$ cat src/hw/spm_pkg.sv
/*
  Constants, register map and field layouts of the byte-wide serial peripheral port.
  Assumes a 32-bit APB register bus with byte addresses and the 100 MHz system clock.
*/
package spm_pkg;

  // Register byte offsets
  localparam logic [7:0] OFF_CTRL1 = 8'h00;
  localparam logic [7:0] OFF_STAT = 8'h04;
  localparam logic [7:0] OFF_DATA = 8'h08;
  localparam logic [7:0] OFF_BAUD = 8'h0C;
  localparam logic [7:0] OFF_FLAG = 8'h10;

  // Mode codes of serial_port_control_one[3:0]
  localparam logic [3:0] MODE_DIV4 = 4'h0;
  localparam logic [3:0] MODE_DIV16 = 4'h1;
  localparam logic [3:0] MODE_DIV64 = 4'h2;
  localparam logic [3:0] MODE_TIMER = 4'h3;
  localparam logic [3:0] MODE_SLV_SEL = 4'h4;
  localparam logic [3:0] MODE_SLV_NOSEL = 4'h5;
  localparam logic [3:0] MODE_BAUD = 4'hA;

  // Half serial clock periods in system clocks
  localparam logic [9:0] HALF_DIV4 = 10'h002;
  localparam logic [9:0] HALF_DIV16 = 10'h008;
  localparam logic [9:0] HALF_DIV64 = 10'h020;
  localparam logic [9:0] HALF_ONE = 10'h001;

  // Sixteen clock edges make one byte; the count runs 0 to 15
  localparam logic [4:0] EDGE_FIRST = 5'h00;
  localparam logic [4:0] EDGE_LAST = 5'h0F;
  localparam logic [4:0] EDGE_STEP = 5'h01;

  // Field positions
  localparam int unsigned BF_BIT = 0;
  localparam int unsigned FLAG_BIT = 0;
  localparam int unsigned CFG_LSB = 6;
  localparam int unsigned BYTE_MSB = 7;

  // Reset values
  localparam logic [7:0] CTRL1_RST = 8'h00;
  localparam logic [1:0] CFG_RST = 2'h0;
  localparam logic [7:0] BAUD_RST = 8'h00;
  localparam logic [7:0] BYTE_ZERO = 8'h00;

  typedef struct packed {
    logic write_collision_flag;
    logic ovf;
    logic en;
    logic clock_idle_polarity;
    logic [3:0] mode;
  } spm_ctrl1_t;

  typedef struct packed {
    logic input_sample_phase;
    logic cke;
  } spm_cfg_t;

  typedef enum logic {
    SPM_IDLE,
    SPM_SHIFT
  } spm_state_t;

endpackage

$ cat src/hw/spm_port.sv
/*
  Byte-wide full-duplex serial peripheral port, master or slave, with APB registers.
  Assumes pins are synchronous to sys_clk and the far side keeps the bus protocol.
*/
// The APB interface to the registers and the address map were left to the implementer.
//Contract
//- Eight-bit shift register sends MSB first, new bit enters at LSB.
//- Data driven on the programmed clock edge, captured on the opposite edge.
//- Master starts by issuing clock; both ends share clock idle polarity.
//- After eight clocks master and slave have swapped register contents.
//- Unselected slave ignores clock and data and drives nothing.
//- Status low six bits read-only, top two writable; control one fully writable.
//- Baud value register reloads the master rate generator in one option.
//- Completed byte is copied to buffer, sets buffer-full and interrupt flags.
//- Transmit unbuffered: data write loads buffer and shift register together.
//- Control fields choose role, polarity, sample phase, edge, rate, select mode.
//- Enable bit activates the port and its pins; reconfigure while disabled.
//- Master drives the serial clock pin; slave takes it as input.
//- Receive double-buffered so the next byte may start before reading.
//- Data write during shifting is dropped, sets collision; writes fail until cleared.
//- Reading the data buffer clears buffer-full.
//- Master transfer starts as soon as software writes the data buffer.
//- Master rate is clock/4, /16, /64, timer/2 or baud-derived.
//- Slave select mode: select high floats output and zeroes the bit counter.
//- Clock polarity sets the idle level of the serial clock.
`timescale 1ns/1ns
module spm_port (
  input wire logic sys_clk,
  input wire logic sys_rst,
  input wire logic psel,
  input wire logic penable,
  input wire logic pwrite,
  input wire logic [7:0] paddr,
  input wire logic [31:0] pwdata,
  output logic [31:0] prdata,
  output logic pready,
  output logic pslverr,
  input wire logic timerTick,
  input wire logic serialClockPinIn,
  output logic serialClockPinOut,
  output logic serialClockPinOe,
  output logic serialOutPin,
  output logic serialOutPinOe,
  input wire logic serialInPin,
  input wire logic slaveSelectPinN,
  output logic portInterruptFlag
);

  spm_pkg::spm_ctrl1_t ctrl_ff;
  spm_pkg::spm_cfg_t cfg_ff;
  spm_pkg::spm_state_t state_ff;
  logic [7:0] baud_ff;
  logic [7:0] shift_ff;
  logic [7:0] dataBuf_ff;
  logic [31:0] prdata_ff;
  logic [4:0] edgeCnt_ff;
  logic bf_ff;
  logic irq_ff;
  logic rxBit_ff;
  logic sckLvl_ff;
  logic sckPrev_ff;

  logic access, wrAcc, rdAcc, wrData, rdData, wrFlagClr;
  logic isMaster, selMode, deselected, busy, load, start, collide;
  logic halfTick, mLead, mTrail, sLead, sTrail, lead, trail;
  logic sampleEdge, shiftEdge, lastEdge, doShift, inBit, slvActive;
  logic [7:0] shiftNext;

  function automatic logic masterMode(input logic [3:0] m);
    masterMode = (m != spm_pkg::MODE_SLV_SEL) && (m != spm_pkg::MODE_SLV_NOSEL);
  endfunction

  function automatic logic mapped(input logic [7:0] a);
    mapped = (a == spm_pkg::OFF_CTRL1) || (a == spm_pkg::OFF_STAT) ||
             (a == spm_pkg::OFF_DATA) || (a == spm_pkg::OFF_BAUD) ||
             (a == spm_pkg::OFF_FLAG);
  endfunction

  // Bus decode: zero wait states, error on unmapped address
  assign access = psel && penable;
  assign wrAcc = access && pwrite && mapped(paddr);
  assign rdAcc = access && !pwrite;
  assign wrData = wrAcc && (paddr == spm_pkg::OFF_DATA);
  assign rdData = rdAcc && (paddr == spm_pkg::OFF_DATA);
  assign wrFlagClr = wrAcc && (paddr == spm_pkg::OFF_FLAG) && pwdata[spm_pkg::FLAG_BIT];
  assign pready = access;
  assign pslverr = access && !mapped(paddr);
  assign prdata = prdata_ff;

  assign isMaster = masterMode(ctrl_ff.mode);
  assign selMode = (ctrl_ff.mode == spm_pkg::MODE_SLV_SEL);
  assign deselected = selMode && slaveSelectPinN;
  assign slvActive = ctrl_ff.en && !isMaster && !deselected;
  assign busy = isMaster ? (state_ff == spm_pkg::SPM_SHIFT) : (edgeCnt_ff != spm_pkg::EDGE_FIRST);

  // Write while shifting, or before collision is cleared, is dropped
  assign collide = wrData && busy;
  assign load = wrData && !busy && !ctrl_ff.write_collision_flag;
  assign start = load && ctrl_ff.en && isMaster;

  spm_rate_gen u_rate (
    .sys_clk(sys_clk),
    .sys_rst(sys_rst),
    .restart(start),
    .mode(ctrl_ff.mode),
    .baud(baud_ff),
    .timerTick(timerTick),
    .halfTick(halfTick)
  );

  // Master edges alternate leading, trailing; slave edges from the pin
  assign mLead = (state_ff == spm_pkg::SPM_SHIFT) && halfTick && !edgeCnt_ff[0];
  assign mTrail = (state_ff == spm_pkg::SPM_SHIFT) && halfTick && edgeCnt_ff[0];
  assign sLead = slvActive && (sckPrev_ff == ctrl_ff.clock_idle_polarity) && (serialClockPinIn != ctrl_ff.clock_idle_polarity);
  assign sTrail = slvActive && (sckPrev_ff != ctrl_ff.clock_idle_polarity) && (serialClockPinIn == ctrl_ff.clock_idle_polarity);
  assign lead = isMaster ? mLead : sLead;
  assign trail = isMaster ? mTrail : sTrail;

  // Clock edge select: output changes on one edge, input sampled on the other
  assign sampleEdge = cfg_ff.cke ? lead : trail;
  assign shiftEdge = cfg_ff.cke ? trail : lead;
  assign lastEdge = trail && (edgeCnt_ff == spm_pkg::EDGE_LAST);
  // Output-on-leading: first leading edge only presents the MSB; last bit shifts at the end
  assign doShift = (shiftEdge && !(!cfg_ff.cke && edgeCnt_ff == spm_pkg::EDGE_FIRST)) ||
                   (lastEdge && !cfg_ff.cke);
  // Master late sampling takes the pin at the shifting edge instead of the held sample
  assign inBit = ((isMaster && cfg_ff.input_sample_phase) || (lastEdge && !cfg_ff.cke)) ? serialInPin : rxBit_ff;
  assign shiftNext = {shift_ff[spm_pkg::BYTE_MSB - 1:0], inBit};

  // Pins
  assign serialClockPinOut = sckLvl_ff;
  assign serialClockPinOe = ctrl_ff.en && isMaster;
  assign serialOutPin = shift_ff[spm_pkg::BYTE_MSB];
  assign serialOutPinOe = ctrl_ff.en && (isMaster || !deselected);
  assign portInterruptFlag = irq_ff;

  // Control register one: all bits writable, collision set wins
  always_ff @(posedge sys_clk) begin
    if (sys_rst) begin
      ctrl_ff <= spm_pkg::CTRL1_RST;
    end else begin
      if (wrAcc && paddr == spm_pkg::OFF_CTRL1) begin
        ctrl_ff <= pwdata[7:0];
      end
      if (collide) begin
        ctrl_ff.write_collision_flag <= 1'b1;
      end
    end
  end

  // Status upper two bits writable, lower six read-only
  always_ff @(posedge sys_clk) begin
    if (sys_rst) begin
      cfg_ff <= spm_pkg::CFG_RST;
    end else if (wrAcc && paddr == spm_pkg::OFF_STAT) begin
      cfg_ff <= pwdata[spm_pkg::BYTE_MSB:spm_pkg::CFG_LSB];
    end
  end

  always_ff @(posedge sys_clk) begin
    if (sys_rst) begin
      baud_ff <= spm_pkg::BAUD_RST;
    end else if (wrAcc && paddr == spm_pkg::OFF_BAUD) begin
      baud_ff <= pwdata[7:0];
    end
  end

  // Read data captured in the setup phase
  always_ff @(posedge sys_clk) begin
    if (sys_rst) begin
      prdata_ff <= '0;
    end else if (psel && !penable) begin
      case (paddr)
        spm_pkg::OFF_CTRL1: prdata_ff <= {24'h000000, ctrl_ff};
        spm_pkg::OFF_STAT: prdata_ff <= {24'h000000, cfg_ff, 5'h00, bf_ff};
        spm_pkg::OFF_DATA: prdata_ff <= {24'h000000, dataBuf_ff};
        spm_pkg::OFF_BAUD: prdata_ff <= {24'h000000, baud_ff};
        spm_pkg::OFF_FLAG: prdata_ff <= {31'h00000000, irq_ff};
        default: prdata_ff <= '0;
      endcase
    end
  end

  // Master sequencing
  always_ff @(posedge sys_clk) begin
    if (sys_rst) begin
      state_ff <= spm_pkg::SPM_IDLE;
    end else begin
      case (state_ff)
        spm_pkg::SPM_IDLE: begin
          if (start) begin
            state_ff <= spm_pkg::SPM_SHIFT;
          end
        end
        spm_pkg::SPM_SHIFT: begin
          if (lastEdge || !ctrl_ff.en || !isMaster) begin
            state_ff <= spm_pkg::SPM_IDLE;
          end
        end
        default: state_ff <= spm_pkg::SPM_IDLE;
      endcase
    end
  end

  // Master clock rests at the idle level and toggles each half period
  always_ff @(posedge sys_clk) begin
    if (sys_rst) begin
      sckLvl_ff <= 1'b0;
    end else if (state_ff != spm_pkg::SPM_SHIFT) begin
      sckLvl_ff <= ctrl_ff.clock_idle_polarity;
    end else if (halfTick) begin
      sckLvl_ff <= !sckLvl_ff;
    end
  end

  // Pin history for slave edge detection, tracked even while disabled
  always_ff @(posedge sys_clk) begin
    if (sys_rst) begin
      sckPrev_ff <= 1'b0;
    end else begin
      sckPrev_ff <= serialClockPinIn;
    end
  end

  // Edge counter, cleared by disable or by a raised select
  always_ff @(posedge sys_clk) begin
    if (sys_rst || !ctrl_ff.en || deselected || start) begin
      edgeCnt_ff <= spm_pkg::EDGE_FIRST;
    end else if (lastEdge) begin
      edgeCnt_ff <= spm_pkg::EDGE_FIRST;
    end else if (lead || trail) begin
      edgeCnt_ff <= edgeCnt_ff + spm_pkg::EDGE_STEP;
    end
  end

  always_ff @(posedge sys_clk) begin
    if (sys_rst) begin
      rxBit_ff <= 1'b0;
    end else if (sampleEdge) begin
      rxBit_ff <= serialInPin;
    end
  end

  always_ff @(posedge sys_clk) begin
    if (sys_rst) begin
      shift_ff <= spm_pkg::BYTE_ZERO;
    end else if (load) begin
      shift_ff <= pwdata[7:0];
    end else if (doShift) begin
      shift_ff <= shiftNext;
    end
  end

  // Buffer: written by software or by a completed byte
  always_ff @(posedge sys_clk) begin
    if (sys_rst) begin
      dataBuf_ff <= spm_pkg::BYTE_ZERO;
    end else if (load) begin
      dataBuf_ff <= pwdata[7:0];
    end else if (lastEdge) begin
      dataBuf_ff <= shiftNext;
    end
  end

  // Buffer-full: completion wins over a clearing read
  always_ff @(posedge sys_clk) begin
    if (sys_rst) begin
      bf_ff <= 1'b0;
    end else if (lastEdge) begin
      bf_ff <= 1'b1;
    end else if (rdData) begin
      bf_ff <= 1'b0;
    end
  end

  // Interrupt flag: write one to clear, completion wins
  always_ff @(posedge sys_clk) begin
    if (sys_rst) begin
      irq_ff <= 1'b0;
    end else if (lastEdge) begin
      irq_ff <= 1'b1;
    end else if (wrFlagClr) begin
      irq_ff <= 1'b0;
    end
  end

  property p_start;
    @(posedge sys_clk) disable iff (sys_rst)
    start |=> (state_ff == spm_pkg::SPM_SHIFT) && (shift_ff == $past(pwdata[7:0]));
  endproperty
  a_start: assert property (p_start) else $error("write did not start master transfer");

  property p_bf;
    @(posedge sys_clk) disable iff (sys_rst)
    lastEdge |=> bf_ff && irq_ff && (dataBuf_ff == $past(shiftNext));
  endproperty
  a_bf: assert property (p_bf) else $error("completed byte not latched with flags");

  property p_bfclr;
    @(posedge sys_clk) disable iff (sys_rst)
    (rdData && !lastEdge) |=> !bf_ff;
  endproperty
  a_bfclr: assert property (p_bfclr) else $error("buffer read left buffer-full set");

  property p_write_collision_flag;
    @(posedge sys_clk) disable iff (sys_rst)
    collide |=> ctrl_ff.write_collision_flag && !$past(load);
  endproperty
  a_write_collision_flag: assert property (p_write_collision_flag) else $error("collision not flagged");

  property p_irqhold;
    @(posedge sys_clk) disable iff (sys_rst)
    (irq_ff && !wrFlagClr) |=> irq_ff;
  endproperty
  a_irqhold: assert property (p_irqhold) else $error("interrupt flag dropped");

  property p_desel;
    @(posedge sys_clk) disable iff (sys_rst)
    (ctrl_ff.en && !isMaster && deselected) |->
      !serialOutPinOe ##1 (edgeCnt_ff == spm_pkg::EDGE_FIRST);
  endproperty
  a_desel: assert property (p_desel) else $error("deselected slave still active");

  property p_idle;
    @(posedge sys_clk) disable iff (sys_rst)
    (state_ff == spm_pkg::SPM_IDLE && $past(state_ff == spm_pkg::SPM_IDLE) &&
     $stable(ctrl_ff.clock_idle_polarity)) |-> (serialClockPinOut == ctrl_ff.clock_idle_polarity);
  endproperty
  a_idle: assert property (p_idle) else $error("serial clock not at idle level");

  property p_sckoe;
    @(posedge sys_clk) disable iff (sys_rst)
    (ctrl_ff.en && isMaster) |-> serialClockPinOe ##1
      (!$past(lead || trail) || (serialClockPinOut != $past(serialClockPinOut)));
  endproperty
  a_sckoe: assert property (p_sckoe) else $error("master not driving clock");

  property p_msb;
    @(posedge sys_clk) disable iff (sys_rst)
    doShift |=> (serialOutPin == $past(shift_ff[spm_pkg::BYTE_MSB - 1]));
  endproperty
  a_msb: assert property (p_msb) else $error("shift order wrong");

  c_master: cover property (@(posedge sys_clk) disable iff (sys_rst) lastEdge && isMaster);
  c_slave: cover property (@(posedge sys_clk) disable iff (sys_rst) lastEdge && !isMaster);
  c_write_collision_flag: cover property (@(posedge sys_clk) disable iff (sys_rst) collide);

endmodule

$ cat src/hw/spm_rate_gen.sv
/*
  Master serial clock pacing: one-cycle pulse at every half period of the serial clock.
  Assumes restart is pulsed when a transfer starts and the mode is steady during it.
*/
`timescale 1ns/1ns
module spm_rate_gen (
  input wire logic sys_clk,
  input wire logic sys_rst,
  input wire logic restart,
  input wire logic [3:0] mode,
  input wire logic [7:0] baud,
  input wire logic timerTick,
  output logic halfTick
);

  logic [9:0] cnt_ff;
  logic [9:0] halfLen;
  logic wrap;

  // Baud option: period 4*(baud+1) system clocks, half of it is 2*(baud+1)
  always_comb begin
    case (mode)
      spm_pkg::MODE_DIV16: halfLen = spm_pkg::HALF_DIV16;
      spm_pkg::MODE_DIV64: halfLen = spm_pkg::HALF_DIV64;
      spm_pkg::MODE_BAUD: halfLen = 10'(({2'h0, baud} + spm_pkg::HALF_ONE) << 1);
      default: halfLen = spm_pkg::HALF_DIV4;
    endcase
  end

  assign wrap = (cnt_ff == halfLen - spm_pkg::HALF_ONE);

  always_ff @(posedge sys_clk) begin
    if (sys_rst || restart || wrap) begin
      cnt_ff <= '0;
    end else begin
      cnt_ff <= cnt_ff + spm_pkg::HALF_ONE;
    end
  end

  // Timer option toggles the clock on each timer pulse, giving timer rate / 2
  assign halfTick = !restart && ((mode == spm_pkg::MODE_TIMER) ? timerTick : wrap);

endmodule

$ cat config.mk
export PLATFORM = sky130hd
export DESIGN_NAME = spm_port
export DESIGN_NICKNAME = d
export VERILOG_FILES = /design/src/hw/spm_pkg.sv /design/src/hw/spm_port.sv /design/src/hw/spm_rate_gen.sv
export SDC_FILE = /design/constraint.sdc
export NUM_CORES = 1
export LEC_CHECK = 0
export ABC_AREA = 1
export BUFFER_PORTS_ARGS = -buffer_cell sky130_fd_sc_hd__buf_2
export CAP_MARGIN = 20
export CORE_ASPECT_RATIO = 0.7
export CORE_MARGIN = 1.5
export CORE_UTILIZATION = 50
export DETAILED_ROUTE_END_ITERATION = 8
export MAX_ROUTING_LAYER = met4
export PLACE_DENSITY = 0.88
export SYNTH_ARGS = -nofsm -noshare
export SYNTH_HDL_FRONTEND = slang
export SYNTH_HIERARCHICAL = 1
export SYNTH_SLANG_ARGS = --single-unit
$ cat constraint.sdc
create_clock -name sys_clk -period 3.2 [get_ports sys_clk]
set_input_delay 0.16 -clock sys_clk [delete_from_list [all_inputs] [get_ports sys_clk]]
set_output_delay 0.16 -clock sys_clk [all_outputs]
set_load 0.1 [all_outputs]
* After elaboration in Yosys (flattened, before gate mapping) *
Cells that the tools add are included.

storage, ports and cells
  ROM bits = 0
  word-level logic and storage cells = 140
  register bits = 87
  bits in latches = 0
  output and inout port bits = 39
  RAM bits = 0
  input bits = 49
  memories = 0

cells by class
  equality and inequality tests = 18
  $lt $le $gt $ge = 0
  multiplexer cells = 24
  add/sub/neg operators = 4
  shift operators = 0
  reduce and logical (&&, ||, !) cells = 74
  multiply operators = 0
  bitwise operators = 1
  div/mod/pow operators = 0

operators with widths
  operator                                                number
  two-way mux 8 bit                                       5
  case mux 8 bit (5 select lines)                         1
  logical AND 1 bit                                       37
  case mux 10 bit (3 select lines)                        1
  == test 8 x 4 -> 1 bit (second input constant)          2
  two-way mux 1 bit                                       16
  logical OR 1 bit                                        15
  logical NOT 1 bit                                       13
  adder 10 x 1 -> 10 bit (second input constant)          1
  == test 10 bit                                          1
  nonzero test 2 bit                                      5
  subtractor 10 x 1 -> 10 bit (second input constant)     1
  adder 8 x 1 -> 9 bit (second input constant)            1
  == test 4 x 2 -> 1 bit (second input constant)          2
  == test 8 x 3 -> 1 bit (second input constant)          1
  == test 8 x 5 -> 1 bit (second input constant)          1
  logical NOT 8 bit                                       1
  inequality test 4 x 3 -> 1 bit (second input constant)  2
  adder 5 x 1 -> 5 bit (second input constant)            1
  == test 5 x 4 -> 1 bit (second input constant)          1
  logical NOT 5 bit                                       1
  nonzero test 5 bit                                      1
  == test 4 x 1 -> 1 bit (second input constant)          1
  == test 4 x 3 -> 1 bit (second input constant)          1
  7 further kinds                                         9

* Longest topological paths before layout *
Gate-level depths: netlist of the first run.

  word-level depth = 22
  gate-level depth with buffers = 28
  gate-level depth less buffers = 28

* Modules after synthesis *
The synthesis of the first run kept the hierarchy.

modules (own cells, without submodules)
  module        times used  cells an instance  area each (um2)
  spm_port      1           400                2820.2
  spm_rate_gen  1           223                1244.9

* Least setup slack after synthesis of the first run *
Ideal clock, no wire load.

  kind = flip-flop to flip-flop
  start point = reg ctrl_ff[1] in the netlist's numbering
  end point = reg dataBuf_ff[0]
  library setup time = 0.109 ns
  arrival time = 2.866 ns
  stages on the path, launching flop included = 27
  path slack = 0.225 ns
  period minus slack after synthesis = 2.975 ns
  buffers on the path = 1
  path through = dfxtp_1 > inv_1 > nor2_4 > nand3_1 > nand2_2 > inv_1 > ha_1 > xnor2_1 > nor2_1 > nand2_1 > nor2_1 > nand3_1 > inv_1 > nand2_1 > nor2_1 > nand3_1 > a21oi_1 > nand2_1 > inv_1 > nand3_1 > nand2_1 > nand2_2 > nand2_2 > buf_6 > nand3_1 > nand2_1 > inv_1

on the way
  word-level cells in the longest chain between the ends = 19

ends and longest elaborated chain
  item                                                                                 RTL line            RTL
  start, declared                                                                      spm_port.sv:49      spm_pkg::spm_ctrl1_t ctrl_ff;
  start signal, assigned                                                               spm_port.sv:140     ctrl_ff <= spm_pkg::CTRL1_RST;
  start signal, assigned                                                               spm_port.sv:143     ctrl_ff <= pwdata[7:0];
  parallel branches: the longest is 9 deep, another holds subtractor 10 x 1 -> 10 bit  -
  logical AND 1 bit (*)                                                                spm_rate_gen.sv:41  assign halfTick = !restart && ((mode == spm_pkg::MODE_TIMER) ? timerTick : wrap);
  net halfTick                                                                         spm_port.sv:65      logic halfTick, mLead, mTrail, sLead, sTrail, lead, trail;
  logical AND 1 bit (*) (2 in series)                                                  spm_port.sv:113     assign mTrail = (state_ff == spm_pkg::SPM_SHIFT) && halfTick && edgeCnt_ff[0];
  two-way mux 1 bit (*)                                                                spm_port.sv:117     assign trail = isMaster ? mTrail : sTrail;
  logical AND 1 bit (*)                                                                spm_port.sv:122     assign lastEdge = trail && (edgeCnt_ff == spm_pkg::EDGE_LAST);
  logical AND 1 bit                                                                    spm_port.sv:127     assign inBit = ((isMaster && cfg_ff.input_sample_phase) || (lastEdge && !cfg_ff.cke)) ? serialInPin : rxBit_ff ...
  logical OR 1 bit                                                                     spm_port.sv:127
  two-way mux 1 bit                                                                    spm_port.sv:127
  two-way mux 8 bit                                                                    spm_port.sv:260     end else if (lastEdge) begin
  two-way mux 8 bit                                                                    spm_port.sv:258     end else if (load) begin
  end signal, assigned                                                                 spm_port.sv:257     dataBuf_ff <= spm_pkg::BYTE_ZERO;
  end signal, assigned                                                                 spm_port.sv:259     dataBuf_ff <= pwdata[7:0];
  end signal, assigned                                                                 spm_port.sv:261     dataBuf_ff <= shiftNext;
  end, declared                                                                        spm_port.sv:54      logic [7:0] dataBuf_ff;

Mark *: on every way through the listed nets, which the timed path passes. The select of a mux whose other input is x is not followed.
A chain may end at the register's enable or synchronous reset.

* Worst setup path in the final report of the first run *
  start point = reg ctrl_ff[1] in the netlist's numbering
  end point = reg dataBuf_ff[5]

on the way
  word-level cells in the longest chain between the ends = 15

ends and longest elaborated chain
  item                                                                                 RTL line
  parallel branches: the longest is 9 deep, another holds subtractor 10 x 1 -> 10 bit  -
  logical AND 1 bit (*)                                                                spm_rate_gen.sv:41
  net halfTick                                                                         spm_port.sv:65
  logical AND 1 bit (*) (2 in series)                                                  spm_port.sv:113
  two-way mux 1 bit (*)                                                                spm_port.sv:117
  logical AND 1 bit (*)                                                                spm_port.sv:122
  nonzero test 2 bit (no source line) (*)                                              -

Mark *: on every way through the listed nets, which the timed path passes.

==> run_results.csv, run 1 <==
group,metric,value,unit
run_status,status,"completed",
global_route,grt_overflow,0,
synth,netlist_instances,623,
power_and_ir_drop,p_leak,2.29,nW
sta,worst_pin_slew,679,ps
clock_network,htreeDepth,3,
sta,slew_headroom,54.7,%
clock_network,tritoncts,"built",
synth,netlist.area_leader.share,31.0,%
cells_and_area,antenna_cells,0,
synth,synth_edf_count,0,
synth,synth_cell_types,39,
global_route,grt_antenna_before_repair,0,
setup_path,arrival,3430,ps
setup_path,r2r-end,"dataBuf_ff[5]",
setup_path,r2r_cells,27,
placed_design,place_area,4340,µm²
global_route,grt_pass1_wl,17600,µm
hold_path,min_path_type,"in -> reg",
floorplan,row_count,27,
global_route,grt_pass1_vias,3882,
synth,ys_seq_elements,63,
setup_path,end_kind,"register",
synth,yosysMostFrequentCell,"nand2_1",
setup_path,critPathMaxStageDelay,320,ps
sta,setup_viol,0,
floorplan,start_util,51.6,%
synth,async_flop_share,0,%
power_and_ir_drop,ir_worst_vdd,0.369,mV
setup_path,startpoint_type,"register",
placed_design,io_buffers,39,
clock_network,clock-sinks,63,
sta,slew_viol_final,0,
setup_path,startpoint,"ctrl_ff[1]",
synth,synthesis.area,4070,µm²
power_and_ir_drop,pwr_density_cell,408,nW/µm²
sta,setup_ws,36.3,ps
synth,synth_flop_cell,"dfxtp_1",
routing,ant_nets,0,
placed_design,pre_cts_slack,-105,ps
hold_path,hold_depth,3,
setup_path,crit_top_cell,"nand2_2",
routing,dr.first_iter.drc_count,627,
synth,synth_common_cells,"nand2_1 (143), inv_1 (92), nor2_1 (75)",
floorplan,die_area,8690,µm²
setup_path,r2r_slack,40,ps
sta,rsz0062_at_grt,"yes",
sta,worst_clock_skew,7.99,ps
synth,synth-seq-area-share,31.0,%
global_route,grt_util_all_layers,26.0,%
routing,viasPerCell,5.54,
routing,wl,11700,µm
routing,dr.pass1.iters,6,
routing,drcViolationCount,0,
synth,yosys.area.top_type,"dfxtp_1",
clock_network,cts_made_buffers,9,
setup_path,crit_family,"simple AND/OR/NAND/NOR gates",
cells_and_area,num-nets-final,739,
routing,wl_per_cell,14.8,µm
cells_and_area,drive_above_1_share,23.9,%
setup_path,worst-path-buf-inv,6,
setup_path,cp.required,3470,ps
sta,period_share,98.9,%
placed_design,hpwl,7880,µm
hold_path,hp-start,"serialClockPinIn",
setup_path,worstPathMaxFanout,7,
clock_network,clockRootBuffer,"clkbuf_16",
floorplan,die_y,78.4,µm
sta,finalHoldViolCount,0,
clock_network,insertion_delay,340,ps
sta,hold_slack,59.2,ps
cells_and_area,fin_area,4930,µm²
setup_path,critPathSlowestCell,"dfxtp_2",
floorplan,core_area,7870,µm²
synth,ys_top_cells_by_area,"dfxtp_1 (31%), nand2_1 (13%), inv_1 (8.5%)",
setup_path,critPathKind,"reg -> reg",
synth,syn_avg_cell_area,6.53,µm²
cells_and_area,syn2layout_area_growth,21.4,%
power_and_ir_drop,total_power,2.01,mW
clock_network,max-clock-path-buffers,2,
synth,ys_warn_count,6,
clock_network,cts_hold_buf,0,
setup_path,timing.rr.start,"ctrl_ff[1]",
global_route,grt_start_max_net_pins,35,
job,drv_cap,0,
clock_network,cts.reportedPaths.clkPinSlew,60,ps
hold_path,holdPathEnd,"sckPrev_ff",
sta,max_clock_freq,316,MHz
floorplan,die_w,111,µm
sta,min_period,3160,ps
placed_design,gp_congestion,0.903,
routing,num_vias,4376,
setup_path,worst-path-stages,27,
floorplan,pin_count,88,
## placed cells by master, fill, tap and decap left out, drive strengths merged, types with 8 or more instances in the layout
cell type  count
o21ai         28
a211oi        15
nand2        157
inv           99
clkbuf        12
a21oi         40
nor2          90
xor2           8
buf           59
nand3         52
conb          24
dfxtp         63
## worst reg2reg max path, stage by stage, from the launching register on
cell	delay (ps)
dfxtp_2	320
buf_4	150
nor2_4	110
nand2_2	60
nand2_2	80
nand2_2	70
inv_2	70
ha_4	200
xnor2_1	110
nor2_1	110
nand2_1	60
nor2_2	110
nand3_2	100
inv_2	70
nand2_2	50
nor2_2	120
nand3_2	80
a21oi_2	180
nand2_1	80
inv_2	70
nand3_2	90
nand2_4	140
nand2_8	90
nand2_8	100
buf_12	130
buf_8	120
o21ai_1	70
a21oi_1	140
## cell type report
| type | count | area [µm²] |
|---|---|---|
| repair buffers | 59 | 382 |
| clock inverters | 4 | 45.0 |
| well taps | 101 | 126 |
| flip-flops and latches | 63 | 1270 |
| inverters | 100 | 380 |
| multi-input cells | 451 | 2480 |
| fillers | 625 | 2940 |
| clock buffers | 12 | 246 |
## metrics by stage
stage          cells  setup TNS [ps]  util, %
4_1_cts          781               0     59.3
6_report         790               0     62.7
3_5_place_dp     765           -1230     55.1
5_1_grt          790           -2010     62.7
2_1_floorplan    646               0        -
3_3_place_gp     765           -70.6     55.1
## per-layer routing
metal,GRT usage [%],wire length (µm),vias up,share of wire (%)
met5,-,0,-,0
met4,8.85,348,0,3.0
met3,8.34,1620,47,14
met2,40.5,5110,327,44
met1,32.0,4650,1946,40
li1,-,-,2056,-
## power breakdown
| group | switching (mW) | internal [mW] |
|---|---|---|
| combinational | 0.209 | 0.0394 |
| clock | 0.350 | 0.620 |
| sequential | 0.00507 | 0.791 |
| total | 0.564 | 1.45 |
## cell families after synthesis
kind of cell | synth area share (%)
AO/OA/AOI/OAI | 13.3
XOR/XNOR | 2.37
flip-flops | 31.0
other | 0.0922
adder cells (fa/ha/maj) | 1.85
AND/OR/NAND/NOR | 36.3
buffers and inverters | 15.1
## registers in the layout, indices dropped and copies added, names as in the netlist, 2 cells and up
signal	flops
edgeCnt_ff	5
u_rate/cnt_ff	10
prdata	8
cfg_ff	2
ctrl_ff	8
dataBuf_ff	8
baud_ff	8
shift_ff	8
## repair_timing
action,4_1_cts,5_1_grt
pin swaps,0,30
buffers inserted,0,8
setup endpoints to repair,19,25
gates cloned,0,1
gates resized for setup,9,58
## worst max path at each step
stage	slack, ps	endpoint
3_5_place_dp	-110	dataBuf_ff[3]
3_3_place_gp	-10	dataBuf_ff[3]
4_1_cts	30	edgeCnt_ff[2]
6_report	40	dataBuf_ff[5]
2_1_floorplan	220	dataBuf_ff[0]
5_1_grt	-140	dataBuf_ff[7]
Note: power is estimated with default switching activity, not from simulation.
==> run 2, diff against run 1 <==
- CORE_UTILIZATION: 50 -> 38
- PLACE_DENSITY: 0.88 -> 0.72
==> run 2 against run 1 <==
Against the previous run: global-route usage decreased by 6.8 points; die area increased by 30%; wire length decreased by 9.3%; flip-flop and latch count unchanged; largest power group unchanged; highest routed layer unchanged; clock skew decreased by 1.1 ps; fmax decreased by 0.98%; via count decreased by 9.8%; critical path depth decreased by 1; first-iteration DRC count decreased by 47%.
==> run_results.csv, run 2 (synthesized netlist as in run 1, its figures left out) <==
group,metric,value,unit
clock_network,htreeDepth,3,
clock_network,clockRootBuffer,"clkbuf_16",
sta,min_period,3200,ps
global_route,grt_antenna_before_repair,1,
global_route,grt_util_all_layers,19.2,%
power_and_ir_drop,switchingPower,0.561,mW
clock_network,cts_made_buffers,9,
routing,num_vias,3948,
setup_path,worst-path-stages,26,
sta,worst_clock_skew,6.91,ps
sta,worst_pin_slew,583,ps
setup_path,worst-path-buf-inv,5,
global_route,grt_start_max_net_pins,35,
power_and_ir_drop,pwr-share-clk,49.9,%
cells_and_area,drive_above_1_share,23.3,%
sta,rsz0062_at_grt,"yes",
routing,ant_nets,0,
clock_network,cts_hold_buf,0,
placed_design,hpwl,7560,µm
clock_network,cts.reportedPaths.clkPinSlew,50,ps
cells_and_area,top_register,"u_rate/cnt_ff",
setup_path,r2r_cells,26,
global_route,grt_overflow,0,
cells_and_area,nFillCells,1045,
setup_path,critPathKind,"reg -> reg",
clock_network,tritoncts,"built",
setup_path,timing.rr.start,"ctrl_ff[1]",
cells_and_area,most-common-layout-cells,"nand2_1 (135), inv_1 (88), nor2_1 (70), dfxtp_1 (59)",
routing,wl_per_cell,13.0,µm
sta,period_share,99.8,%
clock_network,clock-sinks,63,
global_route,grt_pass1_vias,3339,
floorplan,die_area,11300,µm²
floorplan,pin_count,88,
power_and_ir_drop,pwr_density_cell,420,nW/µm²
cells_and_area,largest_register_ff_count,10,
cells_and_area,final_common_cell,"nand2_1",
power_and_ir_drop,p_leak,2.28,nW
power_and_ir_drop,comb_power_share,12.0,%
clock_network,max-clock-path-buffers,2,
floorplan,start_util,39.1,%
placed_design,placed_cells,798,
floorplan,die_y,89.5,µm
sta,slew_viol_final,0,
routing,drcViolationCount,0,
routing,dr.pass1.iters,5,
run_status,status,"completed",
sta,finalHoldViolCount,0,
setup_path,cp.required,3450,ps
setup_path,r2r_slack,5,ps
hold_path,min_path_type,"in -> reg",
setup_path,crit_family,"simple AND/OR/NAND/NOR gates",
power_and_ir_drop,pwr-share-seq,38.1,%
setup_path,startpoint,"ctrl_ff[1]",
placed_design,io_buffers,39,
setup_path,arrival,3440,ps
power_and_ir_drop,swShare,26.8,%
global_route,grt_pass1_wl,16400,µm
sta,slew_headroom,61.0,%
floorplan,die_w,127,µm
setup_path,r2r-end,"dataBuf_ff[4]",
routing,wl,10600,µm
cells_and_area,multi_input_area,2470,µm²
cells_and_area,syn2layout_area_growth,22.3,%
clock_network,insertion_delay,330,ps
sta,setup_tns,0,ps
sta,setup_viol,0,
sta,max_clock_freq,313,MHz
placed_design,gp_congestion,0.858,
floorplan,row_count,31,
setup_path,critPathMaxStageDelay,340,ps
cells_and_area,seq_area,1270,µm²
setup_path,critPathSlowestCell,"dfxtp_2",
job,drv_cap,0,
routing,viasPerCell,4.82,
setup_path,endpoint,"dataBuf_ff[4]",
cells_and_area,num-nets-final,737,
setup_path,startpoint_type,"register",
placed_design,pre_cts_slack,-43.0,ps
power_and_ir_drop,ir_worst_vdd,0.341,mV
floorplan,core_area,10400,µm²
setup_path,worstPathMaxFanout,7,
hold_path,hp-start,"serialClockPinIn",
cells_and_area,instances_no_fill,819,
setup_path,end_kind,"register",
sta,setup_ws,4.86,ps
power_and_ir_drop,power.internal,1.53,mW
routing,dr.first_iter.drc_count,332,
## run 2: power by group through the flow
stage | clock network, mW | registers, mW | logic, mW
final | 1.04 | 0.797 | 0.251
after global routing | 1.09 | 0.797 | 0.264
after CTS | 1.06 | 0.796 | 0.244
after detailed placement | 0 | 0.813 | 0.242
after global placement | 0 | 0.813 | 0.242
after floorplan | 0 | 0.817 | 0.217
## run 2: layout make-up
type	count	share of cell area (%)
Sequential cell	63	25.5
Clock buffer	11	4.88
Tap cell	132	3.32
Antenna cell	1	0.0503
Timing Repair Buffer	57	7.40
Multi-Input combinational cell	451	49.8
Inverter	100	7.70
Clock inverter	4	1.41
## run 2: what timing repair did
item,in CTS,in global routing
buffers inserted,0,3
pin swaps,0,26
gates cloned,0,2
endpoints found under the hold margin,0,0
endpoints found under the setup margin,16,25
resized for setup,3,58
## run 2: worst min path at each step
stage                       endpoint  slack, ps  cells past startpoint
after floorplan           sckPrev_ff        290                      2
after global placement    sckPrev_ff        390                      3
after detailed placement  sckPrev_ff        390                      3
after CTS                 sckPrev_ff         50                      3
after global routing      sckPrev_ff         50                      3
final                     sckPrev_ff         60                      3
## run 2: per-layer routing
layer	global-route usage, %	routed length [µm]	part of all wire, %
met5	-	0	0
met4	5.85	129	1.2
met3	5.09	780	7.3
met2	26.8	4160	39
met1	26.7	5570	52
## run 2: stage by stage
| stage | utilization, % | instance area, µm² | total power [mW] | hold slack, ps |
|---|---|---|---|---|
| floorplan | - | 4150 | 1.03 | 285 |
| global placement | 42.3 | 4390 | 1.05 | 395 |
| detailed placement | 42.3 | 4390 | 1.06 | 395 |
| CTS | 45.4 | 4720 | 2.10 | 48.8 |
| global route | 47.8 | 4970 | 2.15 | 51.0 |
| finish | 47.8 | 4970 | 2.09 | 59.7 |
## run 2: worst reg2reg max path: stages, from the launching register on
cell	delay, ps
dfxtp_2	340
inv_2	50
nor2_4	180
nand2_2	100
nand2_4	100
nand2_4	60
inv_4	60
ha_4	200
xnor2_2	130
nor2_1	110
nand2_1	80
nor2_2	150
nand3_2	110
inv_1	70
nand2_1	50
nor2_1	100
nand3_1	100
a21oi_2	170
nand2_1	80
inv_2	60
nand3_2	90
nand2_4	130
nand2_8	90
nand2_8	100
buf_12	130
o21ai_1	60
a21oi_1	200
==> run 3, diff against run 2 <==
- PLACE_DENSITY: 0.72 -> 0.73
- SYNTH_HIERARCHICAL: 1 -> not set
==> run 3 against run 2 <==
Against the previous run: flip-flop and latch count stayed put; clock skew shrank 1.4 ps; final cell count decreased by 11%; largest power group unchanged.
==> run_results.csv, run 3 <==
group,metric,value,unit
run_status,status,"completed",
routing,dr.pass1.iters,5,
global_route,grt_pass1_vias,3303,
setup_path,arrival,3170,ps
sta,slew_headroom,48.0,%
power_and_ir_drop,total_power,2.08,mW
global_route,grt_pass1_wl,15800,µm
cells_and_area,instances_no_fill,731,
setup_path,critPathKind,"reg -> reg",
cells_and_area,nFillCells,969,
power_and_ir_drop,switchingPower,0.572,mW
sta,min_period,2940,ps
clock_network,clock-sinks,63,
global_route,grt_start_max_net_pins,31,
sta,slew_viol_final,0,
synth,ys_warn_count,0,
synth,synth_cell_types,45,
sta,worst_clock_skew,5.50,ps
cells_and_area,final_common_cell,"nand2_1",
floorplan,die_y,86.7,µm
sta,worst_pin_slew,773,ps
floorplan,start_util,39.2,%
cells_and_area,largest_register_ff_count,10,
cells_and_area,antenna_cells,0,
synth,synthesis.area,3810,µm²
routing,dr.first_iter.drc_count,377,
synth,yosysMostFrequentCell,"nand2_1",
clock_network,cts_made_buffers,9,
cells_and_area,fin_util,46.0,%
clock_network,tritoncts,"built",
placed_design,gp_congestion,0.884,
global_route,grt_overflow,0,
global_route,grt_util_all_layers,19.6,%
synth,synth_flop_cell,"dfxtp_1",
cells_and_area,most-common-layout-cells,"nand2_1 (105), inv_1 (68), dfxtp_1 (59), nor2_1 (54), nand3_1 (44)",
synth,ys_seq_elements,63,
power_and_ir_drop,pwr-share-seq,38.3,%
clock_network,max-clock-path-buffers,2,
clock_network,htreeDepth,3,
sta,setup_viol,0,
power_and_ir_drop,power.internal,1.51,mW
routing,ant_nets,0,
synth,yosys.area.top_type,"dfxtp_1",
power_and_ir_drop,swShare,27.5,%
floorplan,die_area,10600,µm²
synth,netlist.area_leader.share,33.1,%
routing,num_vias,3768,
setup_path,end_kind,"register",
floorplan,row_count,30,
power_and_ir_drop,ir_worst_vdd,0.278,mV
clock_network,clockRootBuffer,"clkbuf_16",
routing,viasPerCell,5.15,
cells_and_area,multi_input_area,2180,µm²
floorplan,pin_count,88,
floorplan,core_area,9720,µm²
cells_and_area,fin_area,4470,µm²
placed_design,placed_cells,712,
sta,max_clock_freq,341,MHz
clock_network,cts.reportedPaths.clkPinSlew,60,ps
power_and_ir_drop,pwr_density_cell,464,nW/µm²
routing,wl_per_cell,13.4,µm
power_and_ir_drop,p_leak,1.92,nW
placed_design,place_area,4050,µm²
clock_network,insertion_delay,330,ps
hold_path,min_path_type,"in -> reg",
floorplan,die_w,123,µm
cells_and_area,syn2layout_area_growth,17.5,%
sta,hold_slack,53.5,ps
cells_and_area,top_register,"u_rate.cnt_ff",
power_and_ir_drop,pwr-share-clk,50.6,%
setup_path,cp.required,3430,ps
routing,drcViolationCount,0,
placed_design,hpwl,7430,µm
cells_and_area,drive_above_1_share,18.6,%
synth,ys_top_cells_by_area,"dfxtp_1 (33%), nand2_1 (10%), inv_1 (6.8%)",
power_and_ir_drop,comb_power_share,11.2,%
setup_path,startpoint_type,"register",
synth,synth-seq-area-share,33.1,%
synth,synth_common_cells,"nand2_1 (105), inv_1 (69), dfxtp_1 (63)",
synth,netlist_instances,552,
synth,async_flop_share,0,%
sta,finalHoldViolCount,0,
cells_and_area,seq_area,1270,µm²
cells_and_area,num-nets-final,653,
synth,synth_edf_count,0,
synth,syn_avg_cell_area,6.90,µm²
placed_design,io_buffers,39,
sta,period_share,91.7,%
routing,wl,9820,µm
setup_path,worstPathMaxFanout,4,
global_route,grt_antenna_before_repair,0,
job,drv_cap,0,
-- run 3: cell types whose count changed after synthesis, moves of 5 or more --
cell and delta:
nand2_1 -38, inv_1 -23, nor2_1 -18, nor3_1 +11, mux2i_1 +7, and2_1 -6
a21oi_1 -5, nand2_2 -5
-- run 3: layer usage --
metal  part of all wire, %  vias to the layer above  wire [µm]  track usage (%)
li1                      -                     1863          -                -
met1                    48                     1732       4720             27.1
met2                    41                      159       4040             27.6
met3                   9.3                       14        915             5.20
met4                   1.5                        0        149             6.45
met5                     0                        -          0                -
-- run 3: power groups by stage --
| stage | sequential, mW | combinational [mW] | clock (mW) |
|---|---|---|---|
| floorplan | 0.817 | 0.204 | 0 |
| global placement | 0.813 | 0.223 | 0 |
| detailed placement | 0.814 | 0.226 | 0 |
| CTS | 0.797 | 0.226 | 1.07 |
| global route | 0.795 | 0.246 | 1.10 |
| finish | 0.795 | 0.232 | 1.05 |
-- run 3: metrics by stage --
| step | setup slack [ps] | TNS (ps) |
|---|---|---|
| 3_5_place_dp | 99.7 | 0 |
| 6_report | 264 | 0 |
| 4_1_cts | 83.2 | 0 |
| 2_1_floorplan | 276 | 0 |
| 5_1_grt | -16.8 | -27.9 |
| 3_3_place_gp | 159 | 0 |
-- run 3: cell families after synthesis --
logic type	synth area share [%]
buffers and inverters	13.8
AO/OA/AOI/OAI	13.8
flip-flops	33.1
multiplexers	1.84
XOR/XNOR	2.07
other	0.0985
adder cells (fa/ha/maj)	1.97
AND/OR/NAND/NOR	33.3
-- run 3: final timing paths --
path	cells after the start	slack [ps]	start	end
setup / recovery	23	260	baud_ff[1]	shift_ff[0]
hold / removal	3	50	serialClockPinIn	sckPrev_ff
hold reg to reg	2	460	prdata[5]	prdata[5]
setup reg to reg	23	260	baud_ff[1]	shift_ff[0]
-- run 3: timing repair --
| item | CTS | global route |
|---|---|---|
| hold buffers | 0 | 0 |
| buffers inserted | 0 | 2 |
| endpoints found under the setup margin | 0 | 23 |
| gates resized for setup | 0 | 20 |
| endpoints found under the hold margin | 0 | 0 |
-- run 3: critical path, stage by stage, from the launching register on --
cell	delay, ps
dfxtp_1	350
ha_4	290
nand3_1	140
ha_1	330
nand2_1	70
nand2_1	40
nor2_1	80
nand2_1	60
nor2_1	90
nand2_1	60
nor2_1	100
nand4_1	120
nor2_2	130
nand3_2	130
nand2_4	120
nand4_4	80
nand2_4	120
nand3_1	90
nand2_1	70
nand2_1	50
nand3_1	80
nand3_1	110
nand2_1	80
inv_1	40
-- run 3: final cells by class --
| class | instances | share of cell area (%) |
|---|---|---|
| Inverter | 76 | 6.43 |
| Timing Repair Buffer | 46 | 5.54 |
| Clock inverter | 7 | 2.15 |
| Sequential cell | 63 | 28.4 |
| Tap cell | 128 | 3.58 |
| Multi-Input combinational cell | 402 | 48.8 |
| Clock buffer | 9 | 5.03 |
